===== config.mk =====
export PLATFORM = sky130hd
export DESIGN_NAME = p0pm_port
export DESIGN_NICKNAME = d
export VERILOG_FILES = /design/src/p0pm_pkg.sv /design/src/p0pm_sync_if.sv /design/src/p0pm_sync.sv /design/src/p0pm_port.sv
export SDC_FILE = /design/constraint.sdc
export NUM_CORES = 1
export LEC_CHECK = 0
export BUFFER_PORTS_ARGS = -buffer_cell sky130_fd_sc_hd__buf_2
export CORE_MARGIN = 3
export CORE_UTILIZATION = 47
export DETAILED_ROUTE_END_ITERATION = 12
export PLACE_DENSITY = 0.75
export SYNTH_ARGS = -nofsm -noshare
export SYNTH_HDL_FRONTEND = slang
export SYNTH_HIERARCHICAL = 1
export SYNTH_SLANG_ARGS = --single-unit

===== constraint.sdc =====
create_clock -name sys_clk_in -period 1.3 [get_ports sys_clk_in]
set_input_delay 0.26 -clock sys_clk_in [delete_from_list [all_inputs] [get_ports sys_clk_in]]
set_output_delay 0.26 -clock sys_clk_in [all_outputs]
set_load 0.1 [all_outputs]

===== src/p0pm_pkg.sv =====
// constants for the port 0 pin mux and direction block
// assumes an 8-bit special-function-register space and one cpu clock
// Function
// RULE1: reset makes every port 0 pin input
// RULE2: reset sets port 1 serial-master directions
// RULE3: reset configuration holds until software writes
// RULE4: function select outranks direction per pin
// RULE5: uart receive pin still follows direction bit
// RULE6: select clear gives gpio with direction bit
// RULE7: fixed alternate function and direction per bit
// RULE8: software must select irq pins to interrupt
// RULE9: timer inputs sampled every four clocks
// RULE10: direction 0 output, 1 input, resets ones
// RULE11: registers at 0x80, 0x93, 0x94, 0x95
// RULE12: strong drive bit enables high drive
// RULE13: every pin bidirectional, per-bit direction control
// RULE14: odd bits source, even bits sink current
// RULE15: port 1 serial master only in mode 01
// RULE16: data read gives pins or output latch
// RULE17: external pins pass two-flop synchroniser
package p0pm_pkg;
    localparam logic [7:0] ADDR_DATA = 8'h80;
    localparam logic [7:0] ADDR_DRIVE = 8'h93;
    localparam logic [7:0] ADDR_DIR = 8'h94;
    localparam logic [7:0] ADDR_ALT = 8'h95;
    localparam logic [7:0] RST_DATA = 8'hFF;
    localparam logic [7:0] RST_DRIVE = 8'h00;
    localparam logic [7:0] RST_DIR = 8'hFF;
    localparam logic [7:0] RST_ALT = 8'h00;
    localparam logic [7:0] RST_READ = 8'h00;
    // bits whose alternate function always drives the pin
    localparam logic [7:0] ALT_OUT_MASK = 8'h85;
    localparam int BIT_GENERAL_TIMER_OUTPUT = 0;
    localparam int BIT_RXD = 1;
    localparam int BIT_TXD = 2;
    localparam int BIT_IRQ0 = 3;
    localparam int BIT_IRQ1 = 4;
    localparam int BIT_T0 = 5;
    localparam int BIT_T1 = 6;
    localparam int BIT_PWM = 7;
    localparam logic [7:0] SOURCE_MASK = 8'hAA;
    localparam logic [7:0] SINK_MASK = 8'h55;
    localparam int TSAMPLE_CYCLES = 4;
    localparam logic [1:0] TSAMPLE_LAST = 2'(TSAMPLE_CYCLES - 1);
    localparam logic [1:0] SPI_MASTER_MODE = 2'h1;
    // port 1: sck, mosi, miso, select; miso is always an input
    localparam logic [3:0] P1_MASTER_OE = 4'hB;
    localparam logic [3:0] P1_GPIO_MASK = 4'hB;
endpackage : p0pm_pkg


===== src/p0pm_sync_if.sv =====
// carrier between the port block and its pin synchroniser
// assumes both ends run on the cpu clock
`timescale 1ns/100ps
interface p0pm_sync_if;
    logic [7:0] raw;
    logic [7:0] synced;
    logic [1:0] timer_level;
    logic timer_tick;
    modport port_side (output raw, input synced, input timer_level, input timer_tick);
    modport sync_side (input raw, output synced, output timer_level, output timer_tick);
endinterface : p0pm_sync_if


===== src/p0pm_sync.sv =====
// two-flop synchroniser for port 0 pins plus timer input sampler
// assumes raw pin levels are asynchronous to sys_clk_in
`timescale 1ns/100ps
module p0pm_sync (
    // clock and reset
    input wire logic sys_clk_in,
    input wire logic rst_in,
    // pins towards the port block
    p0pm_sync_if.sync_side pins
);
    logic [7:0] meta;
    logic [7:0] stable;
    logic [1:0] phase;
    logic [1:0] tlevel;
    logic tick;
    logic [1:0] next_phase;
    logic [1:0] next_tlevel;
    logic next_tick;

    always_comb begin
        next_phase = (phase == p0pm_pkg::TSAMPLE_LAST) ? 2'h0 : phase + 2'h1;
        next_tick = (phase == p0pm_pkg::TSAMPLE_LAST);
        next_tlevel = tlevel;
        if (phase == p0pm_pkg::TSAMPLE_LAST) begin
            next_tlevel = {stable[p0pm_pkg::BIT_T1], stable[p0pm_pkg::BIT_T0]}; // RULE9
        end
    end

    always_ff @(posedge sys_clk_in) begin
        if (rst_in) begin
            meta <= 8'hFF;
            stable <= 8'hFF;
            phase <= 2'h0;
            tlevel <= 2'h0;
            tick <= 1'b0;
        end else begin
            meta <= pins.raw; // RULE17
            stable <= meta; // RULE17
            phase <= next_phase;
            tlevel <= next_tlevel;
            tick <= next_tick;
        end
    end

    assign pins.synced = stable;
    assign pins.timer_level = tlevel;
    assign pins.timer_tick = tick;
endmodule : p0pm_sync


===== src/p0pm_port.sv =====
// port 0 pin mux, direction and drive logic with its sfr registers,
// plus port 1 direction select for serial-master mode
// assumes an sfr port on the cpu clock and pins as in/out/oe triples
`timescale 1ns/100ps
module p0pm_port (
    // clock and reset
    input wire logic sys_clk_in,
    input wire logic rst_in,
    // sfr access
    input wire logic [7:0] sfr_addr_in,
    input wire logic [7:0] sfr_wdata_in,
    input wire logic sfr_wr_in,
    input wire logic sfr_rd_in,
    output logic [7:0] sfr_rdata_out,
    // port 0 pins
    input wire logic [7:0] p0_pin_in,
    output logic [7:0] p0_pin_out,
    output logic [7:0] p0_pin_oe_out,
    output logic [7:0] p0_hi_source_out,
    output logic [7:0] p0_hi_sink_out,
    // alternate function sources
    input wire logic general_timer_output_in,
    input wire logic uart_rxd_drive_in,
    input wire logic uart_txd_in,
    input wire logic pwm_in,
    // alternate function destinations
    output logic uart_rxd_out,
    output logic ext_irq0_n_out,
    output logic ext_irq1_n_out,
    output logic timer0_input_out,
    output logic timer1_input_out,
    // port 1 direction
    input wire logic [1:0] serial_port_mode_in,
    input wire logic [3:0] p1_direction_in,
    output logic [3:0] p1_pin_oe_out
);
    logic [7:0] data_latch;
    logic [7:0] drive_en;
    logic [7:0] direction;
    logic [7:0] alt_sel;
    logic [7:0] next_data_latch;
    logic [7:0] next_drive_en;
    logic [7:0] next_direction;
    logic [7:0] next_alt_sel;
    logic [7:0] next_rdata;
    logic [7:0] next_pin_out;
    logic [7:0] next_pin_oe;
    logic [7:0] next_hi_source;
    logic [7:0] next_hi_sink;
    logic [7:0] alt_value;
    logic [7:0] alt_oe;
    logic [3:0] next_p1_oe;
    logic next_rxd;
    logic next_irq0_n;
    logic next_irq1_n;
    logic next_t0;
    logic next_t1;
    logic wr_data;
    logic wr_drive;
    logic wr_dir;
    logic wr_alt;

    p0pm_sync_if sif ();

    p0pm_sync u_sync (
        .sys_clk_in(sys_clk_in),
        .rst_in(rst_in),
        .pins(sif.sync_side)
    );

    assign sif.raw = p0_pin_in;

    // register writes
    always_comb begin
        wr_data = sfr_wr_in && (sfr_addr_in == p0pm_pkg::ADDR_DATA); // RULE11
        wr_drive = sfr_wr_in && (sfr_addr_in == p0pm_pkg::ADDR_DRIVE); // RULE11
        wr_dir = sfr_wr_in && (sfr_addr_in == p0pm_pkg::ADDR_DIR); // RULE11
        wr_alt = sfr_wr_in && (sfr_addr_in == p0pm_pkg::ADDR_ALT); // RULE11
        // configuration only moves on an explicit write
        next_data_latch = wr_data ? sfr_wdata_in : data_latch;
        next_drive_en = wr_drive ? sfr_wdata_in : drive_en;
        next_direction = wr_dir ? sfr_wdata_in : direction; // RULE3
        next_alt_sel = wr_alt ? sfr_wdata_in : alt_sel; // RULE3
    end

    always_ff @(posedge sys_clk_in) begin
        if (rst_in) begin
            data_latch <= p0pm_pkg::RST_DATA;
            drive_en <= p0pm_pkg::RST_DRIVE;
            direction <= p0pm_pkg::RST_DIR; // RULE10
            alt_sel <= p0pm_pkg::RST_ALT;
        end else begin
            data_latch <= next_data_latch;
            drive_en <= next_drive_en;
            direction <= next_direction;
            alt_sel <= next_alt_sel;
        end
    end

    // register reads, answered one clock after the strobe
    always_comb begin
        next_rdata = p0pm_pkg::RST_READ;
        if (sfr_rd_in) begin
            unique case (sfr_addr_in)
                // output pins read back the latch, inputs the synchronised pin
                p0pm_pkg::ADDR_DATA: next_rdata = (sif.synced & ~p0_pin_oe_out) |
                    (data_latch & p0_pin_oe_out); // RULE16
                p0pm_pkg::ADDR_DRIVE: next_rdata = drive_en;
                p0pm_pkg::ADDR_DIR: next_rdata = direction;
                p0pm_pkg::ADDR_ALT: next_rdata = alt_sel;
                default: next_rdata = p0pm_pkg::RST_READ;
            endcase
        end
    end

    // pin mux
    always_comb begin
        alt_value = data_latch;
        alt_value[p0pm_pkg::BIT_GENERAL_TIMER_OUTPUT] = general_timer_output_in; // RULE7
        alt_value[p0pm_pkg::BIT_RXD] = uart_rxd_drive_in; // RULE7
        alt_value[p0pm_pkg::BIT_TXD] = uart_txd_in; // RULE7
        alt_value[p0pm_pkg::BIT_PWM] = pwm_in; // RULE7
        alt_oe = p0pm_pkg::ALT_OUT_MASK; // RULE7
        alt_oe[p0pm_pkg::BIT_RXD] = ~direction[p0pm_pkg::BIT_RXD]; // RULE5
        for (int i = 0; i < 8; i++) begin
            // select outranks direction; each pin steered on its own
            next_pin_oe[i] = alt_sel[i] ? alt_oe[i] : ~direction[i]; // RULE4 RULE6 RULE13
            next_pin_out[i] = alt_sel[i] ? alt_value[i] : data_latch[i]; // RULE4 RULE6
        end
        next_hi_source = drive_en & p0pm_pkg::SOURCE_MASK & next_pin_oe; // RULE12 RULE14
        next_hi_sink = drive_en & p0pm_pkg::SINK_MASK & next_pin_oe; // RULE12 RULE14
        // unselected peripheral inputs idle at their inactive level
        next_rxd = alt_sel[p0pm_pkg::BIT_RXD] ? sif.synced[p0pm_pkg::BIT_RXD] : 1'b1;
        next_irq0_n = alt_sel[p0pm_pkg::BIT_IRQ0] ? sif.synced[p0pm_pkg::BIT_IRQ0] : 1'b1; // RULE8
        next_irq1_n = alt_sel[p0pm_pkg::BIT_IRQ1] ? sif.synced[p0pm_pkg::BIT_IRQ1] : 1'b1; // RULE8
        next_t0 = alt_sel[p0pm_pkg::BIT_T0] & sif.timer_level[0]; // RULE9
        next_t1 = alt_sel[p0pm_pkg::BIT_T1] & sif.timer_level[1]; // RULE9
        // port 1 hardware direction only in serial-master mode
        next_p1_oe = (serial_port_mode_in == p0pm_pkg::SPI_MASTER_MODE) ?
            p0pm_pkg::P1_MASTER_OE : (~p1_direction_in & p0pm_pkg::P1_GPIO_MASK); // RULE15
    end

    // reset is synchronous, so pins float as inputs from the first clock edge in reset
    always_ff @(posedge sys_clk_in) begin
        if (rst_in) begin
            sfr_rdata_out <= p0pm_pkg::RST_READ;
            p0_pin_out <= p0pm_pkg::RST_DATA;
            p0_pin_oe_out <= 8'h00; // RULE1
            p0_hi_source_out <= 8'h00;
            p0_hi_sink_out <= 8'h00;
            uart_rxd_out <= 1'b1;
            ext_irq0_n_out <= 1'b1;
            ext_irq1_n_out <= 1'b1;
            timer0_input_out <= 1'b0;
            timer1_input_out <= 1'b0;
            p1_pin_oe_out <= p0pm_pkg::P1_MASTER_OE; // RULE2
        end else begin
            sfr_rdata_out <= next_rdata;
            p0_pin_out <= next_pin_out;
            p0_pin_oe_out <= next_pin_oe;
            p0_hi_source_out <= next_hi_source;
            p0_hi_sink_out <= next_hi_sink;
            uart_rxd_out <= next_rxd;
            ext_irq0_n_out <= next_irq0_n;
            ext_irq1_n_out <= next_irq1_n;
            timer0_input_out <= next_t0;
            timer1_input_out <= next_t1;
            p1_pin_oe_out <= next_p1_oe;
        end
    end
endmodule : p0pm_port


==> metrics.txt, run 1 <==
power per cell area approximately 1100 nW/µm²; type of element capturing the critical path primary output; critical path type register to primary output; clock insertion delay at the later pin of the skew report 0.36 ns; count of unresolved DRC violations after routing 0; maximum number of pins on one net before global-route repair 84; Final Hold Violating Endpoints 0; die span in y 91.2 µm; cells along the critical path buf_12; startpoint types register; data required time at the worst endpoint 1.04 ns; buffers and inverters on the worst path 1; Final Skew around 0.012 ns; number of global-route vias before repair 2545; summed instance area of the synthesized netlist 3410 µm²; area growth from synthesis to final layout 35.1%; CTS sink cnt 92; share of layout cells above drive strength 1 34.3%; area taken by flip-flops and latches roughly 1900 µm²; leftover overflow at the end of global routing 0; number of cells upsized or downsized after cts 13; Yosys Warn Count 6; Final Instance Area roughly 4600 µm²; Layout fillers 537; Initial DRT Pass Iterations 4; Placement Rows 30; multi-input gate area in the final layout around 1400 µm²; largest stage delay on the critical path 0.41 ns; final RePlAce weighted congestion approximately 0.82; maximum count of clock buffers along a single path 2; data arrival time of the critical path 0.96 ns; Routed Wire Length 7090 µm; ant diodes 0; initial core utilization 49.4%; post-placement cell area 4400 µm²; final critical-path required period 1.22 ns; first-pass GRT wire length 11900 µm; total number of vias 2462; average footprint of a synthesized cell 10.8 µm²; share of the clock period used by the worst path 93.5%; worst voltage drop across the vdd grid roughly 0.00056 V; fmax 823 MHz; slowest cell on the critical path dfxtp_1; routed vias/inst 4.86; overall die area 8310 µm²; Max FO, Critical Path 1; H-Tree Depth 3; HP Class primary input to register; count of endpoints failing setup in the final report 0; post-placement setup slack -0.133 ns; clock-pin slew on the worst setup and hold paths 0.09 ns; synthesized netlist cell count around 320; outcome completed; Top Family by Delay on Critical Path flip-flops; io pins 87; Inserted Clock Buffers 9; Tot GR Track Use 18.1%; detailed-route wire length per cell 14.0 µm; smallest setup slack after layout ~0.085 ns; Maximum Capacitance Violations 0; CTS tree done; layout net count between 400 and 500; Pleak 0.00195 µW; initial DRC count approximately 140; Max Transition Viols Final 0; IO buf count between 70 and 80; number of antenna violations at the first check in global routing 0; Chip Width 91.2 µm; setup repair after global routing missed its margin false; Routed Antenna Nets 0; Post CTS Setup Buffer Count 0; hold buffers post-CTS 0; flop-to-flop setup slack 0.24 ns; Detail Placement HPWL 5270 µm; CTS Root Buffer Type clkbuf_8; Core Region between 6000 and 7000 µm²
==> cell usage in the layout (no fill, tap or decap), types with 2 or more instances in the layout <==
cell        count
a211o_1         4
a21oi_1        12
a22oi_1         8
and2_1          8
buf_12         30
buf_2          36
buf_4          28
clkbuf_1        2
clkbuf_8       10
clkinvlp_4      2
conb_1          9
dfxtp_1        84
dfxtp_2         8
ha_1            2
inv_1           8
mux2_2         16
mux2i_1        34
nand2_1         8
nand2b_1       24
nand3_1         8
nor2_1         31
nor2b_1         5
nor3_1          5
or2_1          16
==> cell type report <==
type | instances | area share [%]
clock buffer | 12 | 3.15
multi-input combinational | 201 | 31.2
clock inverter | 4 | 0.706
timing repair buffer | 94 | 21.5
tap | 96 | 2.61
sequential | 92 | 40.2
inverter | 8 | 0.652
==> per-stage QoR <==
| stage | hold slack [ns] | total power [µW] | setup TNS (ns) | utilization, % | instances |
|---|---|---|---|---|---|
| 2_1_floorplan | 0.322 | 3270 | 0 | - | 324 |
| 3_3_place_gp | 0.388 | 3360 | -2.31 | 63.7 | 491 |
| 3_5_place_dp | 0.393 | 3370 | -3.35 | 63.7 | 491 |
| 4_1_cts | 0.0376 | 5060 | 0 | 66.7 | 507 |
| 5_1_grt | 0.0332 | 5200 | 0 | 66.7 | 507 |
| 6_report | 0.0524 | 5020 | 0 | 66.7 | 507 |
==> registers in the layout (all words and copies together) (netlist names) <==
| register | cells |
|---|---|
| ext_irq1_n_out | 1 |
| timer1_input_out | 1 |
| ext_irq0_n_out | 1 |
| timer0_input_out | 1 |
| p1_pin_oe_out | 3 |
| p0_hi_sink_out | 4 |
| alt_sel | 8 |
| data_latch | 8 |
| u_sync/pins.timer_level | 2 |
| p0_pin_oe_out | 8 |
| uart_rxd_out | 1 |
| p0_pin_out | 8 |
| p0_hi_source_out | 4 |
| direction | 8 |
| sfr_rdata_out | 8 |
| u_sync/meta | 8 |
| u_sync/pins.synced | 8 |
| u_sync/phase | 2 |
| drive_en | 8 |
==> worst paths after layout <==
| kind | startpoint | endpoint | cells after the start |
|---|---|---|---|
| setup / recovery | sfr_rdata_out[6]$_SDFF_PP0_ | sfr_rdata_out[6] | 1 |
| hold / removal | p1_direction_in[0] | p1_pin_oe_out[0]$_SDFF_PP1_ | 2 |
| setup reg to reg | alt_sel[5]$_SDFFE_PP0P_ | sfr_rdata_out[5]$_SDFF_PP0_ | 3 |
| hold reg to reg | u_sync/meta[1]$_SDFF_PP1_ | u_sync/pins.synced[1]$_SDFF_PP1_ | 1 |
==> layer usage <==
layer  track usage [%]  wire length, µm  vias to the layer above
met5                 0                0                        -
met4              6.28              124                        0
met3              5.47              434                       15
met2              32.5             3640                       84
met1              20.3             2900                     1142
li1                  -                -                     1221
==> power breakdown <==
part           switching, µW  total [µW]  leakage [µW]  internal [µW]
combinational            290         435       0.00112            145
clock                    949        1710     0.0000832            758
sequential              16.0        2870      0.000752           2860
total                   1260        5020       0.00195           3760
Note: power is estimated with default switching activity, not from simulation.
==> inputs of run 2 (changes only) <==
--- a/config.mk
+++ b/config.mk
@@ -10,6 +10,7 @@
 export CORE_UTILIZATION = 47
 export DETAILED_ROUTE_END_ITERATION = 12
 export PLACE_DENSITY = 0.75
+export REMOVE_ABC_BUFFERS = 1
 export SYNTH_ARGS = -nofsm -noshare
 export SYNTH_HDL_FRONTEND = slang
 export SYNTH_HIERARCHICAL = 1
==> metrics.txt, run 2 (synthesis gave the netlist of run 1 again) <==
outcome completed; final RePlAce weighted congestion 0.832 (+1.3%); Post CTS Setup Buffer Count 0 (unchanged); Max FO, Critical Path 1 (unchanged); maximum count of clock buffers along a single path 2 (unchanged); die span in y 91.2 µm (unchanged); number of antenna violations at the first check in global routing 1 (+1); post-placement cell area 4390 µm² (-0.11%); fmax 818 MHz (-0.62%); Detail Placement HPWL 5450 µm (+3.4%); HP Class primary input to register; Routed Antenna Nets 0 (unchanged); Final Instance Area 4640 µm² (+0.73%); type of element capturing the critical path primary output; share of the clock period used by the worst path 94.0% (+0.58 points); CTS sink cnt 92 (unchanged); area growth from synthesis to final layout 36.1%; initial DRC count 147 (+8.9%); first-pass GRT wire length 12000 µm (+0.64%); most common cell after layout, fill and taps aside dfxtp_1; io pins 87 (unchanged); Final Skew 0.00483 ns (-0.00710 ns); leading cell types in the layout, fill and taps excluded 92 x dfxtp_1, 36 x buf_2, 34 x mux2i_1, 34 x buf_4, 31 x nor2_1; Core Region 6910 µm² (unchanged); buffers and inverters on the worst path 1 (unchanged); H-Tree Depth 3 (unchanged); Tot GR Track Use 18.5% (+0.37 points); final hold slack 0.0570 ns (+0.00459 ns); Layout fillers 545 (+1.5%); detailed-route wire length per cell 14.4 µm (+3.1%); initial core utilization 49.4% (unchanged); hold buffers post-CTS 0 (unchanged); CTS tree done; startpoint types register; total number of vias 2456 (-0.24%); Chip Width 91.2 µm (unchanged); Maximum Capacitance Violations 0 (unchanged); overall die area 8310 µm² (unchanged); maximum number of pins on one net before global-route repair 56 (-33%); count of unresolved DRC violations after routing 0 (unchanged); ant diodes 0 (unchanged); Placement Rows 30 (unchanged); number of global-route vias before repair 2497 (-1.9%); slowest cell on the critical path dfxtp_1; worst voltage drop across the vdd grid 0.000664 V (+18%); multi-input gate area in the final layout 1440 µm² (unchanged); IO buf count 76 (unchanged); critical path type register to primary output; clock-pin slew on the worst setup and hold paths 0.08 ns (about the same); count of endpoints failing setup in the final report 0 (unchanged); data arrival time of the critical path 0.96 ns (about the same); cells along the critical path buf_4; share of layout cells above drive strength 1 33.3% (-1.1 points); Top Family by Delay on Critical Path flip-flops; layout net count 450 (+0.90%); Pleak 0.00199 µW (+1.8%); Total Power Consumption 5360 µW (+7.0%); Initial DRT Pass Iterations 4 (unchanged); leftover overflow at the end of global routing 0 (unchanged); routed vias/inst 4.81 (-1.0%); largest stage delay on the critical path 0.33 ns (-0.08 ns); Max Transition Viols Final 0 (unchanged); final critical-path required period 1.22 ns (+0.00758 ns); data required time at the worst endpoint 1.04 ns (about the same); smallest setup slack after layout 0.0774 ns (-0.00758 ns); number of cells upsized or downsized after cts 13 (unchanged); power per cell area 1160 nW/µm² (+6.2%); flop-to-flop setup slack 0.24 ns (about the same); Routed Wire Length 7370 µm (+3.9%); Inserted Clock Buffers 9 (unchanged); Final Hold Violating Endpoints 0 (unchanged); clock insertion delay at the later pin of the skew report 0.35 ns (about the same); area taken by flip-flops and latches 1840 µm² (-0.54%); post-placement setup slack -0.206 ns (-0.0729 ns); CTS Root Buffer Type clkbuf_8; setup repair after global routing missed its margin false
run 2: worst reg2reg max path: stages, from the launching register on:
cell and delay (ns):
dfxtp_1 0.40, mux2_2 0.37, nand3_1 0.09, a21oi_1 0.09
run 2: path summary, 6_finish.rpt:
path | startpoint | end | cells past startpoint
worst max-delay path | p0_hi_source_out[3]$_SDFF_PP0_ | p0_hi_source_out[3] | 1
worst min-delay path | p1_direction_in[0] | p1_pin_oe_out[0]$_SDFF_PP1_ | 2
worst max register to register | p0_pin_oe_out[5]$_SDFF_PP0_ | sfr_rdata_out[5]$_SDFF_PP0_ | 3
worst min register to register | u_sync/meta[3]$_SDFF_PP1_ | u_sync/pins.synced[3]$_SDFF_PP1_ | 1
run 2: stage by stage:
stage	cells	utilization [%]	TNS [ns]
floorplan	301	-	-22.73
global placement	495	63.6	-4.27
detailed placement	495	63.6	-6.08
CTS	511	67.2	0
global route	511	67.2	0
finish	511	67.2	0
run 2: final cells by class:
class	count	share of cell area, %
Clock buffer	11	3.05
Clock inverter	5	1.62
Inverter	8	0.647
Multi-Input combinational cell	201	31.0
Sequential cell	92	39.7
Tap cell	96	2.59
Timing Repair Buffer	98	21.5
run 2: layer usage:
| metal | up-vias | wire (µm) | share of wire, % | GRT usage [%] |
|---|---|---|---|---|
| met2 | 73 | 3660 | 50 | 31.1 |
| met3 | 18 | 465 | 6.3 | 5.22 |
| met1 | 1133 | 3030 | 41 | 21.6 |
| li1 | 1230 | - | - | - |
| met4 | 2 | 210 | 2.8 | 9.17 |
| met5 | - | 7 | 0.095 | 0 |
run 2: where the power goes:
| part | internal [µW] | switching [µW] |
|---|---|---|
| clock network | 1130 | 927 |
| logic | 145 | 293 |
| registers | 2860 | 16.4 |
| total | 4130 | 1240 |
==> inputs of run 3 (changes only) <==
--- a/config.mk
+++ b/config.mk
@@ -5,11 +5,11 @@
 export SDC_FILE = /design/constraint.sdc
 export NUM_CORES = 1
 export LEC_CHECK = 0
-export BUFFER_PORTS_ARGS = -buffer_cell sky130_fd_sc_hd__buf_2
 export CORE_MARGIN = 3
-export CORE_UTILIZATION = 47
+export CORE_UTILIZATION = 56
 export DETAILED_ROUTE_END_ITERATION = 12
-export PLACE_DENSITY = 0.75
+export DONT_BUFFER_PORTS = 1
+export PLACE_DENSITY_LB_ADDON = 0.1
 export REMOVE_ABC_BUFFERS = 1
 export SYNTH_ARGS = -nofsm -noshare
 export SYNTH_HDL_FRONTEND = slang
==> metrics.txt, run 3 (synthesis gave the netlist of run 1 again) <==
initial core utilization 59.7% (+10 points); count of unresolved DRC violations after routing 0 (unchanged); internal power consumption 4230 µW (+2.3%); share of layout cells above drive strength 1 25.1% (-8.2 points); flop-to-flop setup slack 0.18 ns (-0.06 ns); Pleak 0.00182 µW (-8.5%); fmax 794 MHz (-2.9%); cells along the critical path buf_4; Maximum Capacitance Violations 0 (unchanged); number of antenna violations at the first check in global routing 0 (-1); H-Tree Depth 3 (unchanged); overall die area 7060 µm² (-15%); number of global-route vias before repair 2270 (-9.1%); capture instance of the worst register-to-register path timer0_input_out$_SDFF_PP0_; Final Hold Violating Endpoints 0 (unchanged); area growth from synthesis to final layout 24.6%; Max Transition Viols Final 0 (unchanged); post-layout util 74.4% (+7.2 points); Detail Placement HPWL 4550 µm (-17%); startpoint types register; die span in y 84.0 µm (-7.8%); Worst Reg2Reg Path Length in Cells 3 (unchanged); count of endpoints failing setup in the final report 0 (unchanged); CTS tree done; largest stage delay on the critical path 0.35 ns (+0.02 ns); measured slew at the worst slew-check pin 0.649 ns; initial DRC count 98 (-33%); Top Family by Delay on Critical Path flip-flops; CTS sink cnt 92 (unchanged); leftover overflow at the end of global routing 0 (unchanged); IO buf count 0 (-100%); data arrival time of the critical path 1.00 ns (+0.04 ns); CTS Root Buffer Type clkbuf_8; maximum count of clock buffers along a single path 2 (unchanged); critical path type register to primary output; layout net count 426 (-5.3%); Worst path depth 1 (unchanged); Routed Wire Length 7220 µm (-2.0%); leading cell types in the layout, fill and taps excluded 92 x dfxtp_1, 54 x buf_4, 34 x mux2i_1; worst voltage drop across the vdd grid 0.00111 V (+67%); io pins 87 (unchanged); part of the power in the clock network 40.6% (+2.3 points); Core Region 5710 µm² (-17%); Chip Width 84.0 µm (-7.8%); data required time at the worst endpoint 1.04 ns (about the same); final critical-path required period 1.26 ns (+0.0369 ns); Max transition margin 56.7%; Initial DRT Pass Iterations 4 (unchanged); routed vias/inst 5.10 (+6.1%); Max FO, Critical Path 2 (+1); maximum number of pins on one net before global-route repair 76 (+36%); Final Instance Area 4250 µm² (-8.5%); ant diodes 0 (unchanged); Net Sw Frac 22.4% (-0.67 points); Final Skew 0.00897 ns (+0.00415 ns); slowest cell on the critical path dfxtp_1; combinational fraction of design power 6.6% (-1.6 points); power per cell area 1280 nW/µm² (+11%); Placement Rows 27 (-10%); crit path to p0_pin_oe_out[5]; Layout fillers 418 (-23%); type of element capturing the critical path primary output; setup repair after global routing missed its margin false; detailed-route wire length per cell 15.6 µm (+8.2%); clock insertion delay at the later pin of the skew report 0.35 ns (about the same); most common cell after layout, fill and taps aside dfxtp_1; share of the clock period used by the worst path 96.9% (+2.8 points); Switch Pwr 1220 µW (-1.5%); worst setup path start p0_pin_oe_out[5]$_SDFF_PP0_; clock-pin slew on the worst setup and hold paths 0.09 ns (about the same); first-pass GRT wire length 11300 µm (-5.9%); post-placement cell area 3830 µm² (-13%); Inserted Clock Buffers 9 (unchanged); startpoint of the worst register-to-register path alt_sel[5]$_SDFFE_PP0P_; relative contribution of sequential cells to total power 52.8% (-0.8 points); buffers and inverters on the worst path 1 (unchanged); Tot GR Track Use 20.5% (+2.0 points); final RePlAce weighted congestion 0.776 (-6.7%); total number of vias 2361 (-3.9%); HP Class primary input to register; Routed Antenna Nets 0 (unchanged); outcome completed
[run 3: changes by cell type in the layout (fill, tap and decap cells not counted), sizes merged]
cell / change
dlymetal6s4s: +1
clkinvlp: +1
clkbuf: +2
dlygate4sd3: +15
clkinv: -3
buf: -40
[run 3: power by group through the flow]
stage          combinational (µW)  clock, µW  sequential [µW]
2_1_floorplan                 230          0             2980
3_3_place_gp                  310          0             2940
3_5_place_dp                  313          0             2940
4_1_cts                       350       2220             2870
5_1_grt                       381       2350             2880
6_report                      361       2210             2870
[run 3: timing repair]
item                                   CTS  global route
hold buffers                            14             2
gates resized for setup                  0             5
setup endpoints to repair                0             5
setup buffers                            0             0
endpoints found under the hold margin   24            10
[run 3: area by class of cell]
type                       instances  area (µm²)  area share [%]
sequential                        92        1840            43.4
multi-input combinational        201        1440            33.8
timing repair buffer              74         613            14.4
clock buffer                      13         169            3.98
tap                               72        90.1            2.12
clock inverter                     3        67.6            1.59
inverter                           8        30.0           0.707
[run 3: how the worst min path moves through the flow]
stage	slack (ns)	cells past startpoint	end	startpoint
finish	0.006	1	u_sync/meta[2]$_SDFF_PP1_	rst_in
global route	0.004	1	u_sync/pins.synced[4]$_SDFF_PP1_	rst_in
CTS	0.0007	1	p0_pin_out[7]$_SDFF_PP1_	rst_in
detailed placement	0.33	1	p1_pin_oe_out[0]$_SDFF_PP1_	p1_direction_in[0]
global placement	0.32	1	p1_pin_oe_out[3]$_SDFF_PP1_	p1_direction_in[3]
floorplan	0.32	1	p1_pin_oe_out[0]$_SDFF_PP1_	p1_direction_in[0]
[run 3: metrics by stage]
stage / setup TNS [ns] / power, µW / setup slack, ns / instances / hold WS, ns
2_1_floorplan: -22.73 / 3210 / -0.697 / 301 / 0.322
3_3_place_gp: -0.691 / 3250 / -0.0719 / 431 / 0.323
3_5_place_dp: -1.13 / 3250 / -0.0932 / 431 / 0.325
4_1_cts: 0 / 5450 / 0.00261 / 461 / 0.000713
5_1_grt: 0 / 5610 / 0.00225 / 463 / 0.00407
6_report: 0 / 5440 / 0.0405 / 463 / 0.00594
[run 3: routing by layer]
metal	part of all wire [%]	GRT usage (%)
met2	47	32.5
met1	44	26.3
met3	6.6	5.82
met4	1.5	8.33
met5	0	0
[run 3: worst reg2reg max path: stages, from the launching register on]
cell           delay (ns)
dfxtp_1              0.38
nand2_1              0.07
nor2_1               0.08
dlygate4sd3_1        0.54
